**src/ubr_pkg.sv**
```systemverilog
package ubr_pkg;

  // Register byte addresses on the AXI4-Lite slave.
  localparam logic [7:0] ADDR_MODE = 8'h00;
  localparam logic [7:0] ADDR_STAT = 8'h04;
  localparam logic [7:0] ADDR_TX   = 8'h08;
  localparam logic [7:0] ADDR_RX   = 8'h0c;
  localparam logic [7:0] ADDR_BRG  = 8'h10;

  // Mode register fields.
  localparam int MODE_EN     = 15;
  localparam int MODE_IDLE   = 13;
  localparam int MODE_IR     = 12;
  localparam int MODE_RTS_MODE_SELECT  = 11;
  localparam int MODE_UEN    = 8;
  localparam int MODE_LPBK   = 6;
  localparam int MODE_AUTO_BAUD_BIT  = 5;
  localparam int MODE_RXINV  = 4;
  localparam int MODE_HIGH_SPEED_BAUD_BIT   = 3;
  localparam int MODE_PD     = 1;
  localparam int MODE_STOP_BITS_SELECT  = 0;
  localparam logic [15:0] MODE_MASK  = 16'hbbff;
  localparam logic [15:0] MODE_RESET = 16'h0000;
  localparam logic [15:0] BRG_RESET  = 16'h0000;

  // Status register fields.
  localparam int STAT_TXEN   = 0;
  localparam int STAT_BRK    = 1;
  localparam int STAT_RXSEL  = 2;
  localparam int STAT_OVERRUN_FLAG   = 4;
  localparam int STAT_PARITY_ERR_FLAG   = 5;
  localparam int STAT_FRAMING_ERR_FLAG   = 6;
  localparam int STAT_RXAV   = 7;
  localparam int STAT_TXFULL = 8;
  localparam int STAT_TXIDLE = 9;

  // Pin enable field codes.
  localparam logic [1:0] UEN_TXRX = 2'h0;
  localparam logic [1:0] UEN_RTS  = 2'h1;
  localparam logic [1:0] UEN_FLOW = 2'h2;
  localparam logic [1:0] UEN_BCLK = 2'h3;

  // Parity and data select codes.
  localparam logic [1:0] PD_NONE = 2'h0;
  localparam logic [1:0] PD_EVEN = 2'h1;
  localparam logic [1:0] PD_ODD  = 2'h2;
  localparam logic [1:0] PD_9BIT = 2'h3;

  // Timing counts in baud generator ticks or bit times, the break frame pattern and the FIFO word width.
  localparam logic [4:0]  OS_STD    = 5'h10;
  localparam logic [4:0]  OS_HS     = 5'h04;
  localparam logic [4:0]  IR_PULSE  = 5'h03;
  localparam logic [3:0]  BRK_LEN   = 4'he;
  localparam logic [13:0] BRK_FRAME = 14'h2000;
  localparam int          FIFO_W    = 11;

  localparam logic [1:0] RESP_OKAY   = 2'h0;
  localparam logic [1:0] RESP_SLVERR = 2'h2;

  typedef enum logic [1:0] {TX_IDLE, TX_BREAK, TX_SHIFT} ubr_tx_state_t;
  typedef enum logic [1:0] {RX_IDLE, RX_START, RX_DATA, RX_STOP} ubr_rx_state_t;

endpackage

```
**src/ubr_uart.sv**
```systemverilog
// Contract
// Software arms break: transmit enable plus send-break.
// Next holding write starts break, value ignored.
// Software queues sync character behind the break.
// Hardware clears send-break, then sends queued sync.
// Receive interrupt per select field and count.
// Overrun flag sticks until software clears it.
// Receive read pops; error flags follow new top.
// Active-low handshake pins configured by pin field.
// Simplex and flow-control handshake modes supported.
// Pin field 11 drives 16x clock on RTS; the code drives the baud generator tick clock, 4x with the high-speed bit set.
// Mode bit 12 enables infrared codec.
// Infrared codec sits on receive and transmit pins.
// Mode bit 13 stops module in idle.
// Mode bit 11 selects RTS pin mode.
// RTS mode 1 simplex, 0 flow control.
// Infrared codec only works at standard speed.
// Mode bit 15 enables module and pins.
//
// The implementer's own choices: the AXI4-Lite interface to the registers and the register addresses.
`timescale 1ns/1ps
module ubr_uart (
  input  wire logic        ref_clk,
  input  wire logic        reset_n,
  input  wire logic [7:0]  awaddr,
  input  wire logic        awvalid,
  output logic             awready,
  input  wire logic [31:0] wdata,
  input  wire logic [3:0]  wstrb,
  input  wire logic        wvalid,
  output logic             wready,
  output logic [1:0]       bresp,
  output logic             bvalid,
  input  wire logic        bready,
  input  wire logic [7:0]  araddr,
  input  wire logic        arvalid,
  output logic             arready,
  output logic [31:0]      rdata,
  output logic [1:0]       rresp,
  output logic             rvalid,
  input  wire logic        rready,
  input  wire logic        serial_rx_pin,
  output logic             serial_tx_pin,
  output logic             serial_tx_oe,
  input  wire logic        clear_to_send_n,
  output logic             request_to_send_n,
  output logic             request_to_send_oe,
  input  wire logic        idle_mode,
  output logic             rx_irq
);
  typedef struct packed {
    logic [15:0]            mode;
    logic                   txen;
    logic                   brk;
    logic                   brk_req;
    logic [1:0]             rxsel;
    logic                   overrun_flag;
    logic [15:0]            brg;
    logic                   bvalid;
    logic [1:0]             bresp;
    logic                   rvalid;
    logic [1:0]             rresp;
    logic [31:0]            rdata;
    ubr_pkg::ubr_tx_state_t tx_st;
    logic [4:0]             tx_os;
    logic [3:0]             tx_bits;
    logic [13:0]            tx_sh;
    ubr_pkg::ubr_rx_state_t rx_st;
    logic [4:0]             rx_os;
    logic [3:0]             rx_bits;
    logic [9:0]             rx_sh;
    logic [4:0]             ir_cnt;
    logic                   tx_pin;
    logic                   rts_n;
    logic                   oe;
    logic                   rts_oe;
    logic                   irq;
  } ubr_uart_state_t;

  ubr_uart_state_t s_r;
  ubr_uart_state_t s_nxt;

  logic                       os_tick;
  logic                       os_clk;
  logic                       run;
  logic                       brg_restart;
  logic                       flush;
  logic                       tx_push;
  logic                       tx_pop;
  logic [ubr_pkg::FIFO_W-1:0] tx_wdata;
  logic [ubr_pkg::FIFO_W-1:0] tx_head;
  logic                       tx_full;
  logic                       tx_empty;
  logic                       rx_push;
  logic                       rx_pop;
  logic [ubr_pkg::FIFO_W-1:0] rx_wdata;
  logic [ubr_pkg::FIFO_W-1:0] rx_head;
  logic                       rx_full;
  logic                       rx_empty;
  logic [2:0]                 rx_count;
  logic                       wr_take;
  logic                       rd_take;

  // Character frame, least significant bit first: start, data, parity, stop bits.
  function automatic logic [13:0] tx_frame(input logic [8:0] d, input logic [1:0] pd);
    logic [13:0] f;
    f      = 14'h3fff;
    f[0]   = 1'b0;
    f[8:1] = d[7:0];
    case (pd)
      ubr_pkg::PD_9BIT: f[9] = d[8];
      ubr_pkg::PD_EVEN: f[9] = ^d[7:0];
      ubr_pkg::PD_ODD:  f[9] = ~^d[7:0];
      default:          f[9] = 1'b1;
    endcase
    return f;
  endfunction

  // Returns framing error, parity error and nine data bits from the receive shifter.
  function automatic logic [10:0] rx_unpack(input logic [9:0] sh, input logic [1:0] pd,
                                            input logic fe);
    logic [10:0] r;
    case (pd)
      ubr_pkg::PD_9BIT: r = {fe, 1'b0, sh[9:1]};
      ubr_pkg::PD_EVEN: r = {fe, ^sh[9:1], 1'b0, sh[8:1]};
      ubr_pkg::PD_ODD:  r = {fe, ~^sh[9:1], 1'b0, sh[8:1]};
      default:          r = {fe, 1'b0, 1'b0, sh[9:2]};
    endcase
    return r;
  endfunction

  assign wr_take = awvalid && wvalid && !s_r.bvalid;
  assign rd_take = arvalid && !s_r.rvalid;
  assign awready = wr_take;
  assign wready  = wr_take;
  assign arready = !s_r.rvalid;

  always_comb begin
    logic       en;
    logic       ir_en;
    logic       tx_line;
    logic       rx_line;
    logic [4:0] osn;
    logic [1:0] pd;
    logic [1:0] uen;
    s_nxt       = s_r;
    tx_push     = 1'b0;
    tx_pop      = 1'b0;
    tx_wdata    = '0;
    rx_push     = 1'b0;
    rx_pop      = 1'b0;
    rx_wdata    = '0;
    brg_restart = 1'b0;
    en          = s_r.mode[ubr_pkg::MODE_EN];
    pd          = s_r.mode[ubr_pkg::MODE_PD +: 2];
    uen         = s_r.mode[ubr_pkg::MODE_UEN +: 2];
    osn         = s_r.mode[ubr_pkg::MODE_HIGH_SPEED_BAUD_BIT] ? ubr_pkg::OS_HS : ubr_pkg::OS_STD;
    ir_en       = s_r.mode[ubr_pkg::MODE_IR] && !s_r.mode[ubr_pkg::MODE_HIGH_SPEED_BAUD_BIT];
    run         = en && !(s_r.mode[ubr_pkg::MODE_IDLE] && idle_mode);
    flush       = !en;
    tx_line     = (s_r.tx_st == ubr_pkg::TX_IDLE) || s_r.tx_sh[0];
    rx_line     = 1'b1;

    // Transmitter, placed ahead of the bus so a software set of send-break wins.
    case (s_r.tx_st)
      ubr_pkg::TX_IDLE: begin
        s_nxt.tx_os = 5'h00;
        if (run && s_r.txen && s_r.brk_req) begin
          s_nxt.tx_st   = ubr_pkg::TX_BREAK;
          s_nxt.tx_sh   = ubr_pkg::BRK_FRAME;
          s_nxt.tx_bits = ubr_pkg::BRK_LEN;
        end else if (run && s_r.txen && !tx_empty && !s_r.brk_req &&
                     !(uen == ubr_pkg::UEN_FLOW && clear_to_send_n)) begin
          tx_pop        = 1'b1;
          s_nxt.tx_st   = ubr_pkg::TX_SHIFT;
          s_nxt.tx_sh   = tx_frame(tx_head[8:0], pd);
          s_nxt.tx_bits = 4'ha + {3'h0, pd != ubr_pkg::PD_NONE}
                          + {3'h0, s_r.mode[ubr_pkg::MODE_STOP_BITS_SELECT]};
        end
      end
      ubr_pkg::TX_BREAK, ubr_pkg::TX_SHIFT: begin
        if (os_tick) begin
          if (s_r.tx_os == osn - 5'h01) begin
            s_nxt.tx_os   = 5'h00;
            s_nxt.tx_sh   = {1'b1, s_r.tx_sh[13:1]};
            s_nxt.tx_bits = s_r.tx_bits - 4'h1;
            if (s_r.tx_bits == 4'h1) begin
              s_nxt.tx_st = ubr_pkg::TX_IDLE;
              if (s_r.tx_st == ubr_pkg::TX_BREAK) begin
                s_nxt.brk     = 1'b0;
                s_nxt.brk_req = 1'b0;
              end
            end
          end else begin
            s_nxt.tx_os = s_r.tx_os + 5'h01;
          end
        end
      end
      default: s_nxt.tx_st = ubr_pkg::TX_IDLE;
    endcase

    // Bus writes.
    if (s_r.bvalid && bready) begin
      s_nxt.bvalid = 1'b0;
    end
    if (wr_take) begin
      s_nxt.bvalid = 1'b1;
      s_nxt.bresp  = ubr_pkg::RESP_OKAY;
      case (awaddr)
        ubr_pkg::ADDR_MODE: begin
          if (wstrb[0]) s_nxt.mode[7:0] = wdata[7:0] & ubr_pkg::MODE_MASK[7:0];
          if (wstrb[1]) s_nxt.mode[15:8] = wdata[15:8] & ubr_pkg::MODE_MASK[15:8];
        end
        ubr_pkg::ADDR_STAT: begin
          if (wstrb[0]) begin
            s_nxt.txen  = wdata[ubr_pkg::STAT_TXEN];
            s_nxt.rxsel = wdata[ubr_pkg::STAT_RXSEL +: 2];
            if (wdata[ubr_pkg::STAT_BRK]) s_nxt.brk = 1'b1;
            if (!wdata[ubr_pkg::STAT_OVERRUN_FLAG]) s_nxt.overrun_flag = 1'b0;
          end
        end
        ubr_pkg::ADDR_TX: begin
          if (wstrb[0] && en) begin
            if (s_r.brk && !s_r.brk_req) begin
              s_nxt.brk_req = 1'b1;
            end else begin
              tx_push  = 1'b1;
              tx_wdata = {2'h0, wdata[8:0]};
            end
          end
        end
        ubr_pkg::ADDR_BRG: begin
          brg_restart = 1'b1;
          if (wstrb[0]) s_nxt.brg[7:0] = wdata[7:0];
          if (wstrb[1]) s_nxt.brg[15:8] = wdata[15:8];
        end
        default: s_nxt.bresp = ubr_pkg::RESP_SLVERR;
      endcase
    end

    // Bus reads.
    if (s_r.rvalid && rready) begin
      s_nxt.rvalid = 1'b0;
    end
    if (rd_take) begin
      s_nxt.rvalid = 1'b1;
      s_nxt.rresp  = ubr_pkg::RESP_OKAY;
      s_nxt.rdata  = 32'h0000_0000;
      case (araddr)
        ubr_pkg::ADDR_MODE: s_nxt.rdata[15:0] = s_r.mode;
        ubr_pkg::ADDR_STAT: begin
          s_nxt.rdata[ubr_pkg::STAT_TXEN]       = s_r.txen;
          s_nxt.rdata[ubr_pkg::STAT_BRK]        = s_r.brk;
          s_nxt.rdata[ubr_pkg::STAT_RXSEL +: 2] = s_r.rxsel;
          s_nxt.rdata[ubr_pkg::STAT_OVERRUN_FLAG]       = s_r.overrun_flag;
          s_nxt.rdata[ubr_pkg::STAT_PARITY_ERR_FLAG]       = !rx_empty && rx_head[9];
          s_nxt.rdata[ubr_pkg::STAT_FRAMING_ERR_FLAG]       = !rx_empty && rx_head[10];
          s_nxt.rdata[ubr_pkg::STAT_RXAV]       = !rx_empty;
          s_nxt.rdata[ubr_pkg::STAT_TXFULL]     = tx_full;
          s_nxt.rdata[ubr_pkg::STAT_TXIDLE]     = tx_empty && (s_r.tx_st == ubr_pkg::TX_IDLE);
        end
        ubr_pkg::ADDR_RX: begin
          s_nxt.rdata[8:0] = rx_head[8:0];
          rx_pop           = !rx_empty;
        end
        ubr_pkg::ADDR_TX:  s_nxt.rdata = '0;
        ubr_pkg::ADDR_BRG: s_nxt.rdata[15:0] = s_r.brg;
        default: s_nxt.rresp = ubr_pkg::RESP_SLVERR;
      endcase
    end

    // Infrared decoder stretches each received pulse over one bit time.
    if (ir_en && serial_rx_pin) begin
      s_nxt.ir_cnt = osn;
    end else if (os_tick && s_r.ir_cnt != 5'h00) begin
      s_nxt.ir_cnt = s_r.ir_cnt - 5'h01;
    end
    if (s_r.mode[ubr_pkg::MODE_LPBK]) begin
      rx_line = tx_line;
    end else begin
      rx_line = (ir_en ? (s_r.ir_cnt == 5'h00) : serial_rx_pin)
                ^ s_r.mode[ubr_pkg::MODE_RXINV];
    end

    // Receiver samples each bit at its middle.
    if (run && os_tick) begin
      case (s_r.rx_st)
        ubr_pkg::RX_IDLE: begin
          s_nxt.rx_os = 5'h00;
          if (!rx_line) s_nxt.rx_st = ubr_pkg::RX_START;
        end
        ubr_pkg::RX_START: begin
          s_nxt.rx_os = s_r.rx_os + 5'h01;
          if (s_r.rx_os == (osn >> 1) - 5'h01) begin
            s_nxt.rx_os   = 5'h00;
            s_nxt.rx_bits = 4'h8 + {3'h0, pd != ubr_pkg::PD_NONE};
            s_nxt.rx_st   = rx_line ? ubr_pkg::RX_IDLE : ubr_pkg::RX_DATA;
          end
        end
        ubr_pkg::RX_DATA, ubr_pkg::RX_STOP: begin
          s_nxt.rx_os = s_r.rx_os + 5'h01;
          if (s_r.rx_os == osn - 5'h01) begin
            s_nxt.rx_os = 5'h00;
            if (s_r.rx_st == ubr_pkg::RX_DATA) begin
              s_nxt.rx_sh   = {rx_line, s_r.rx_sh[9:1]};
              s_nxt.rx_bits = s_r.rx_bits - 4'h1;
              if (s_r.rx_bits == 4'h1) s_nxt.rx_st = ubr_pkg::RX_STOP;
            end else begin
              s_nxt.rx_st = ubr_pkg::RX_IDLE;
              rx_wdata    = rx_unpack(s_r.rx_sh, pd, !rx_line);
              rx_push     = !rx_full;
              if (rx_full) s_nxt.overrun_flag = 1'b1;
            end
          end
        end
        default: s_nxt.rx_st = ubr_pkg::RX_IDLE;
      endcase
    end

    // A disabled module drops its character state and hands its pins back.
    if (!en) begin
      s_nxt.tx_st   = ubr_pkg::TX_IDLE;
      s_nxt.rx_st   = ubr_pkg::RX_IDLE;
      s_nxt.brk_req = 1'b0;
    end

    // Pins are registered, so each follows its cause by one clock.
    s_nxt.oe     = en;
    s_nxt.rts_oe = en && (uen != ubr_pkg::UEN_TXRX);
    if (!en) begin
      s_nxt.tx_pin = 1'b1;
    end else if (ir_en) begin
      s_nxt.tx_pin = !tx_line && (s_r.tx_os < ubr_pkg::IR_PULSE);
    end else begin
      s_nxt.tx_pin = tx_line;
    end
    if (uen == ubr_pkg::UEN_BCLK) begin
      s_nxt.rts_n = os_clk;
    end else if (s_r.mode[ubr_pkg::MODE_RTS_MODE_SELECT]) begin
      s_nxt.rts_n = tx_empty && (s_r.tx_st == ubr_pkg::TX_IDLE);
    end else begin
      s_nxt.rts_n = rx_full;
    end
    case (s_r.rxsel)
      2'h2:    s_nxt.irq = rx_count >= 3'h3;
      2'h3:    s_nxt.irq = rx_full;
      default: s_nxt.irq = !rx_empty;
    endcase
  end

  always_ff @(posedge ref_clk or negedge reset_n) begin
    if (!reset_n) begin
      s_r        <= '0;
      s_r.mode   <= ubr_pkg::MODE_RESET;
      s_r.brg    <= ubr_pkg::BRG_RESET;
      s_r.tx_pin <= 1'b1;
      s_r.rts_n  <= 1'b1;
    end else begin
      s_r <= s_nxt;
    end
  end

  ubr_baud u_baud (
    .ref_clk   (ref_clk),
    .reset_n   (reset_n),
    .run       (run),
    .restart   (brg_restart),
    .brg_value (s_r.brg),
    .os_tick   (os_tick),
    .os_clk    (os_clk)
  );

  ubr_fifo u_tx_fifo (
    .ref_clk (ref_clk),
    .reset_n (reset_n),
    .flush   (flush),
    .push    (tx_push),
    .wdata   (tx_wdata),
    .pop     (tx_pop),
    .rdata   (tx_head),
    .full    (tx_full),
    .empty   (tx_empty),
    .count   ()
  );

  ubr_fifo u_rx_fifo (
    .ref_clk (ref_clk),
    .reset_n (reset_n),
    .flush   (flush),
    .push    (rx_push),
    .wdata   (rx_wdata),
    .pop     (rx_pop),
    .rdata   (rx_head),
    .full    (rx_full),
    .empty   (rx_empty),
    .count   (rx_count)
  );

  assign bvalid             = s_r.bvalid;
  assign bresp              = s_r.bresp;
  assign rvalid             = s_r.rvalid;
  assign rresp              = s_r.rresp;
  assign rdata              = s_r.rdata;
  assign serial_tx_pin      = s_r.tx_pin;
  assign serial_tx_oe       = s_r.oe;
  assign request_to_send_n  = s_r.rts_n;
  assign request_to_send_oe = s_r.rts_oe;
  assign rx_irq             = s_r.irq;
endmodule // ubr_uart

```
**src/ubr_baud.sv**
```systemverilog
`timescale 1ns/1ps
module ubr_baud (
  input  wire logic        ref_clk,
  input  wire logic        reset_n,
  input  wire logic        run,
  input  wire logic        restart,
  input  wire logic [15:0] brg_value,
  output logic             os_tick,
  output logic             os_clk
);
  typedef struct packed {
    logic [15:0] cnt;
    logic        tick;
    logic        clk;
  } ubr_baud_state_t;

  ubr_baud_state_t s_r;
  ubr_baud_state_t s_nxt;

  // Writing the divisor restarts the count so a new rate takes effect at once.
  always_comb begin
    s_nxt      = s_r;
    s_nxt.tick = 1'b0;
    if (!run || restart) begin
      s_nxt.cnt = 16'h0000;
    end else if (s_r.cnt == brg_value) begin
      s_nxt.cnt  = 16'h0000;
      s_nxt.tick = 1'b1;
    end else begin
      s_nxt.cnt = s_r.cnt + 16'h0001;
    end
    s_nxt.clk = run && (s_nxt.cnt <= (brg_value >> 1));
  end

  always_ff @(posedge ref_clk or negedge reset_n) begin
    if (!reset_n) begin
      s_r <= '0;
    end else begin
      s_r <= s_nxt;
    end
  end

  assign os_tick = s_r.tick;
  assign os_clk  = s_r.clk;
endmodule // ubr_baud

```
**src/ubr_fifo.sv**
```systemverilog
`timescale 1ns/1ps
module ubr_fifo (
  input  wire logic                       ref_clk,
  input  wire logic                       reset_n,
  input  wire logic                       flush,
  input  wire logic                       push,
  input  wire logic [ubr_pkg::FIFO_W-1:0] wdata,
  input  wire logic                       pop,
  output logic      [ubr_pkg::FIFO_W-1:0] rdata,
  output logic                            full,
  output logic                            empty,
  output logic      [2:0]                 count
);
  typedef struct packed {
    logic [3:0][ubr_pkg::FIFO_W-1:0] mem;
    logic [1:0]                      wp;
    logic [1:0]                      rp;
    logic [2:0]                      cnt;
    logic [ubr_pkg::FIFO_W-1:0]      head;
  } ubr_fifo_state_t;

  ubr_fifo_state_t s_r;
  ubr_fifo_state_t s_nxt;

  // The head word is registered from the next state so it always shows the top entry.
  always_comb begin
    logic do_push;
    logic do_pop;
    s_nxt   = s_r;
    do_push = push && (s_r.cnt != 3'h4);
    do_pop  = pop && (s_r.cnt != 3'h0);
    if (do_push) begin
      s_nxt.mem[s_r.wp] = wdata;
      s_nxt.wp          = s_r.wp + 2'h1;
    end
    if (do_pop) begin
      s_nxt.rp = s_r.rp + 2'h1;
    end
    s_nxt.cnt = s_r.cnt + {2'h0, do_push} - {2'h0, do_pop};
    if (flush) begin
      s_nxt.wp  = 2'h0;
      s_nxt.rp  = 2'h0;
      s_nxt.cnt = 3'h0;
    end
    s_nxt.head = s_nxt.mem[s_nxt.rp];
  end

  always_ff @(posedge ref_clk or negedge reset_n) begin
    if (!reset_n) begin
      s_r <= '0;
    end else begin
      s_r <= s_nxt;
    end
  end

  assign rdata = s_r.head;
  assign full  = (s_r.cnt == 3'h4);
  assign empty = (s_r.cnt == 3'h0);
  assign count = s_r.cnt;
endmodule // ubr_fifo

```
**config.mk**
```make
export PLATFORM = sky130hd
export DESIGN_NAME = ubr_uart
export DESIGN_NICKNAME = d
export VERILOG_FILES = /design/src/ubr_pkg.sv /design/src/ubr_uart.sv /design/src/ubr_baud.sv /design/src/ubr_fifo.sv
export SDC_FILE = /design/constraint.sdc
export NUM_CORES = 1
export LEC_CHECK = 0
export BUFFER_PORTS_ARGS = -buffer_cell sky130_fd_sc_hd__buf_4
export CAP_MARGIN = 5
export CORE_MARGIN = 2
export CORE_UTILIZATION = 55
export CTS_BUF_LIST = sky130_fd_sc_hd__clkbuf_8
export CTS_CLUSTER_SIZE = 10
export DETAILED_ROUTE_END_ITERATION = 8
export PLACE_DENSITY = 0.77
export SYNTH_ARGS = -nofsm -noshare
export SYNTH_HDL_FRONTEND = slang
export SYNTH_SLANG_ARGS = --single-unit
```
**constraint.sdc**
```tcl
create_clock -name ref_clk -period 2.8 [get_ports ref_clk]
set_input_delay 0.14 -clock ref_clk [delete_from_list [all_inputs] [get_ports ref_clk]]
set_output_delay 0.14 -clock ref_clk [all_outputs]
set_load 0.01 [all_outputs]
```
==> results of run 1 <==
-- final timing paths --
check | start | end | cells past startpoint
worst max-delay path | s_r[105]$_DFFE_PN0P_ | u_baud.os_clk$_DFF_PN0_ | 15
worst max register to register | s_r[105]$_DFFE_PN0P_ | u_baud.os_clk$_DFF_PN0_ | 15
min in group asynchronous | reset_n | u_rx_fifo.s_r[54]$_DFF_PN0_ | 2
worst min-delay path | awvalid | bvalid$_DFFE_PN0P_ | 4
worst min register to register | rdata[10]$_DFFE_PN0P_ | rdata[10]$_DFFE_PN0P_ | 2
max in group asynchronous | reset_n | request_to_send_n$_DFF_PN1_ | 3
-- repair_timing --
| item | CTS | global route |
|---|---|---|
| setup buffers | 2 | 4 |
| resized for setup | 5 | 18 |
| endpoints found under the setup margin | 1 | 4 |
| hold endpoints to repair | 169 | 0 |
| hold buffers | 29 | 0 |
| pin swaps | 3 | 12 |
-- registers in the layout (all words and copies together), names as in the netlist, 3 cells and up --
signal	cells
s_r	85
u_rx_fifo.s_r	48
u_tx_fifo.s_r	40
rdata	16
u_baud.s_r	16
u_rx_fifo.rdata	11
u_tx_fifo.rdata	9
u_rx_fifo.count	3
u_tx_fifo.count	3
-- worst max-delay path: stages, from the launching register on --
cell and delay (ns):
dfrtp_1 0.39, xor2_1 0.18, nor4_2 0.29, buf_4 0.16, nand4_1 0.11, nand3b_1 0.19
buf_6 0.14, nor2_4 0.04, ha_4 0.24, nor2b_1 0.14, o211ai_1 0.24, a21oi_1 0.13
a2111oi_2 0.37, o21a_1 0.19, o21ai_2 0.06, a211oi_2 0.20
-- cell families (layout without fill, tap and decap cells) --
family | Yosys count | count (layout) | share of synthesized area (%)
and+or+nand+nor | 324 | 324 | 12.98
DFF | 243 | 243 | 48.80
muxes | 160 | 160 | 14.33
xor gates and xnor gates | 59 | 59 | 4.256
adders and majority gates | 47 | 47 | 4.838
AOI/OAI and AO/OA | 170 | 170 | 9.204
buffers and inverters | 132 | 321 | 5.560
other | 1 | 18 | 0.03008
-- synth_stat cells (all sizes together), types with 3 or more instances --
cell	number
o21a	3
o31ai	6
xnor2	28
nand4	13
nand2b	9
or3	5
a222oi	8
and3b	3
o211ai	4
nor3	12
buf	50
mux2	124
nor3b	3
clkbuf	18
ha	45
or2	3
a211oi	5
a31oi	4
inv	64
nand2	112
nor2	86
dfrtp	241
and2	9
xor2	30
mux2i	36
nor4	8
nand3	26
a221oi	6
a22o	4
a21oi	34
a22oi	8
nor2b	6
and3	12
a32oi	8
a21boi	4
o21ai	60
a21o	4
nand3b	8
-- routing by layer --
metal  GRT usage (%)  up-vias  wire length, microns  share of wire [%]
li1                -     4273                     -                  -
met1           33.59     4576                 12880                 42
met2           43.32      352                 14910                 48
met3           4.231       87                  1772                5.8
met4           10.41        0                  1202                3.9
met5               0        -                     0                  0
-- final cells by class --
cell class	instances	area, sq um	area share, %
sequential	243	6083	40.90
multi-input combinational	778	5851	39.34
timing repair buffer	181	1488	10.00
clock buffer	54	743.2	4.997
tap	285	356.6	2.398
inverter	64	240.2	1.615
clock inverter	22	111.4	0.7487
-- per-stage QoR --
step	instance area (sq um)	worst slack, ns	instances	TNS, ns
after global routing	14870	-0.5410	1627	-0.5410
after CTS	14750	-0.1948	1623	-0.1948
after floorplan	12540	-0.01404	1153	-0.01404
after global placement	13570	-0.1417	1516	-0.1417
after detailed placement	13570	-0.2372	1516	-0.2372
final	14870	-0.3590	1627	-0.3590
-- power groups by stage --
stage	combinational, mW	clock [mW]	sequential (mW)
2_1_floorplan	0.171	0	3.64
3_3_place_gp	0.362	0	3.64
3_5_place_dp	0.370	0	3.64
4_1_cts	0.404	3.27	3.58
5_1_grt	0.458	3.43	3.58
6_report	0.414	3.21	3.58
==> impl_metrics.ini, run 1 <==
[run_status]
outcome = complete, but fails checks
violations = negative setup slack

[cts]
clk_pin_slew_ns = 0.06
clockRootBuffer = clkbuf_8
clock_latency_ns = 0.57
cts_num_sinks = 243
clockBufferDepth = 3
cts_htree_levels = 2
numCtsBuffers = 43
cts_tree = built

[yosys]
synth_cell_types = 85
syn_area_sq_um = 12470
synth_top_area_share_pct = 48.38
synthFlopType = dfrtp_1
yosysTopAreaCell = dfrtp_1
yosys-top-cells-area = dfrtp_1 48%, mux2_2 10%, ha_1 4.5%
synth_seq_cells = 243
yosysWarnings = 0
async_flop_share_pct = 100.0
synth_edf_count = 0
synthCells = 1136
avgSynthCellArea_sq_um = 10.97
synth-seq-area-share_pct = 48.80

[placed_design]
place_congestion = 0.9337
dp_hpwl_microns = 21440
numPortBuffers = 71

[global_routing]
grt_use_total_pct = 25.79
grt_pass1_vias = 9439
grt_start_max_net_pins = 94
antenna_found_initial = 0
grt_pass1_wl_microns = 48930
overflow = 0

[sta]
fin_skew_ns = 0.03955
max-slew-margin-rel_pct = 51.88
slew_viol_final = 0
hold_viol = 0
tightest_slew_ns = 0.7218
final.min_clock_period_ns = 3.159
rsz0062_at_grt = true
finalSetupViolCount = 1
finalCritPeriodShare_pct = 112.8
fmax_ghz = 0.3166
hold_ws_ns = 0.04734
worst_slack_ns = -0.3590

[pwr]
power_switching_mw = 1.732
leakagePower_nw = 7.466
total_power_mw = 7.202
irDropWorstVdd_mv = 0.4964
intPower_mw = 5.470
clkPwrFrac_pct = 44.5
sequentialPowerShare_pct = 49.7
switching_share_pct = 24.04
power_density_nw_per_um2 = 484.2
power_frac_comb_pct = 5.8

[route]
drc = 0
vias_per_cell = 5.709
detail-route-antenna-nets = 0
dr.first_iter.drc_count = 709
route.final.wire_length_microns = 30760
wl_per_cell_microns = 18.90
vias = 9288
first_pass_iters = 5

[setup_path]
critPathKind = flip-flop to flip-flop
crit_required_ns = 3.27
setup.worst_path.end_class = flip-flop
cp-start-kind = flip-flop
worstPathMaxFanout = 2
worst_ep_arrival_time_ns = 3.62
r2r_setup_slack_ns = -0.36

[final_layout]
final_cell_mix = 241 x dfrtp_1, 145 x buf_4, 116 x mux2_2
final_common_cell = dfrtp_1
final_nets = 1420
fillCellCount = 1647
areaGrowthSynthToFinish_pct = 19.31
drive_gt1_share_pct = 28.76
fin_util_pct = 66.30
n_antenna_cell = 0

[floorplanning]
fp.dieW_microns = 154.6
start_util_pct = 55.57
rows = 55
core_area_sq_um = 22430
ios = 108
die_h_microns = 154.6
dieArea_sq_um = 23890

[min_path]
holdCritPathClass = input pin to flip-flop

[run]
maxCapViolCount = 0
(Power assumes the default switching activity.)
==> run 2: changes to the inputs <==
PLACE_DENSITY = 0.74   (was 0.77)
clock period = 3.51 ns   (was 2.8 ns; I/O delays follow)
==> run 2 against run 1 <==
  * The flow now finishes without violations
  * First-iteration DRC count decreased by 1.4%
  * Die area unchanged
  * Final cell count decreased by 3.9%
  * Register-to-register slack improved by 0.63 ns
  * Critical path depth decreased by 2
  * Count of clock-buffer cells in the layout decreased by 1
  * Critical path type unchanged
  * Largest cell class unchanged
  * Largest power group unchanged
  * Highest routed layer unchanged
==> impl_metrics.ini, run 2 (synthesized netlist as in run 1, its figures left out) <==
[global_routing]
grt_pass1_vias = 8946
grt_use_total_pct = 24.90
top_usage_layer = met2
antenna_found_initial = 0
grt_pass1_wl_microns = 47310
use_met2_pct = 40.88
overflow = 0
grt_start_max_net_pins = 104
grt_use_met3_pct = 3.727
grtUsageMet1_pct = 34.37

[sta]
slew_viol_final = 0
finalCritPeriodShare_pct = 92.32
rsz0062_at_grt = false
hold_ws_ns = 0.09519
tightest_slew_ns = 0.8172
finalSetupViolCount = 0
max-slew-margin-rel_pct = 45.32
fmax_ghz = 0.3086
fin_skew_ns = 0.04247
tns_ns = 0
final.min_clock_period_ns = 3.240
hold_viol = 0

[min_path]
hp-start = wstrb[0]
holdCritPathClass = input pin to flip-flop
hold-path-cell-count = 4
hold_path_end = s_r[113]$_DFF_PN0_

[final_layout]
final_nets = 1354
fillCellCount = 1718
n_antenna_cell = 0
seq_area_sq_um = 6083
final_common_cell = dfrtp_1
fin_util_pct = 63.97
areaGrowthSynthToFinish_pct = 15.13
final_cell_mix = 241 x dfrtp_1, 116 x mux2_2, 109 x nand2_1
reg_top3 = s_r x85, u_rx_fifo.s_r x48, u_tx_fifo.s_r x40
final_cells = 1564
largest_reg_flops = 85
drive_gt1_share_pct = 24.63
largest-register = s_r
multiInputGateArea_sq_um = 5754

[setup_path]
r2r_cells = 13
worstPathMaxFanout = 8
timing.rr.start = s_r[100]$_DFFE_PN0P_
setup.worst_path.end_class = flip-flop
crit_required_ns = 3.97
r2r-end = u_baud.os_clk$_DFF_PN0_
r2r_setup_slack_ns = 0.27
cp-start-kind = flip-flop
critPathKind = flip-flop to flip-flop
worst_ep_arrival_time_ns = 3.70

[floorplanning]
ios = 108
start_util_pct = 55.57
rows = 55
core_area_sq_um = 22430
fp.dieW_microns = 154.6
die_h_microns = 154.6
dieArea_sq_um = 23890

[pwr]
irDropWorstVdd_mv = 0.3052
leakagePower_nw = 7.129
total_power_mw = 5.974
power_density_nw_per_um2 = 416.3

[route]
detail-route-antenna-nets = 0
route.final.wire_length_microns = 28720
dr.first_iter.drc_count = 699
wl_per_cell_microns = 18.36
first_pass_iters = 6
vias_per_cell = 5.600
drc = 0
vias = 8759

[run_status]
outcome = finished, final reports clean

[cts]
post-cts-setup-buffers = 0
clockBufferDepth = 3
clock_latency_ns = 0.57
numCtsBuffers = 42
cts_num_sinks = 243
cts_htree_levels = 2
clk_pin_slew_ns = 0.06
cts_tree = built
clockRootBuffer = clkbuf_8

[placed_design]
place_congestion = 0.8654
dp_hpwl_microns = 20190
numPortBuffers = 71
place_inst = 1457

[run]
maxCapViolCount = 0
==> run 2: changes by cell type in the layout (fill, tap and decap cells not counted), moves of 3 or more <==
cell       change
ha_4           -3
inv_1          -5
buf_6          -3
ha_1           +3
clkinv_2       +6
buf_4         -61
bufinv_16      +3
==> run 2: critical path, stage by stage, from the launching register on <==
cell and delay, ns:
dfrtp_1 0.43, xor2_1 0.18, nor4_1 0.39, nand4_1 0.19
nand3b_1 0.22, buf_4 0.20, nor2_1 0.09, ha_1 0.33
nand4_1 0.15, a21oi_1 0.07, a2111oi_1 0.45, o21a_1 0.16
o21ai_0 0.07, a211oi_1 0.22
==> run 2: area by class of cell <==
| cell class | count | share of cell area (%) |
|---|---|---|
| flip-flops and latches | 243 | 42.39 |
| clock buffers | 53 | 5.083 |
| clock inverters | 25 | 1.473 |
| well taps | 285 | 2.485 |
| inverters | 64 | 1.674 |
| multi-input cells | 778 | 40.10 |
| repair buffers | 116 | 6.800 |
==> run 2: routing by layer <==
metal  wire length [microns]  up-vias  part of all wire (%)
met2                   13920      230                    48
met4                     724        0                   2.5
met3                    1310       51                   4.6
li1                        -     4143                     -
met1                   12760     4335                    44
met5                       0        -                     0
==> run 2: per-stage QoR <==
| stage | worst slack [ns] | cell area, sq um |
|---|---|---|
| after floorplan | 0.4321 | 12530 |
| after global placement | 0.3424 | 13120 |
| after detailed placement | 0.2631 | 13120 |
| after CTS | 0.2542 | 14350 |
| after global routing | 0.03463 | 14350 |
| final | 0.2697 | 14350 |
==> run 2: how the worst max path moves through the flow <==
| stage | from | end | slack (ns) | cells after the start |
|---|---|---|---|---|
| global placement | s_r[100]$_DFFE_PN0P_ | u_baud.os_clk$_DFF_PN0_ | 0.34 | 13 |
| finish | s_r[100]$_DFFE_PN0P_ | u_baud.os_clk$_DFF_PN0_ | 0.27 | 13 |
| detailed placement | s_r[100]$_DFFE_PN0P_ | u_baud.os_clk$_DFF_PN0_ | 0.26 | 13 |
| global route | s_r[99]$_DFFE_PN0P_ | u_baud.os_clk$_DFF_PN0_ | 0.03 | 13 |
| CTS | s_r[100]$_DFFE_PN0P_ | u_baud.os_clk$_DFF_PN0_ | 0.25 | 13 |
| floorplan | bvalid$_DFFE_PN0P_ | u_baud.os_clk$_DFF_PN0_ | 0.43 | 14 |
==> run 2: where the power goes <==
group,internal [mW],total [mW],switching (mW)
clock,1.60,2.81,1.21
combinational,0.130,0.307,0.176
sequential,2.83,2.86,0.0259
total,4.57,5.97,1.41
==> run 2: repair_timing <==
| action | 4_1_cts | 5_1_grt |
|---|---|---|
| setup endpoints to repair | 0 | 1 |
| hold buffers | 29 | 0 |
| hold endpoints to repair | 179 | 0 |
| gates resized for setup | 0 | 1 |
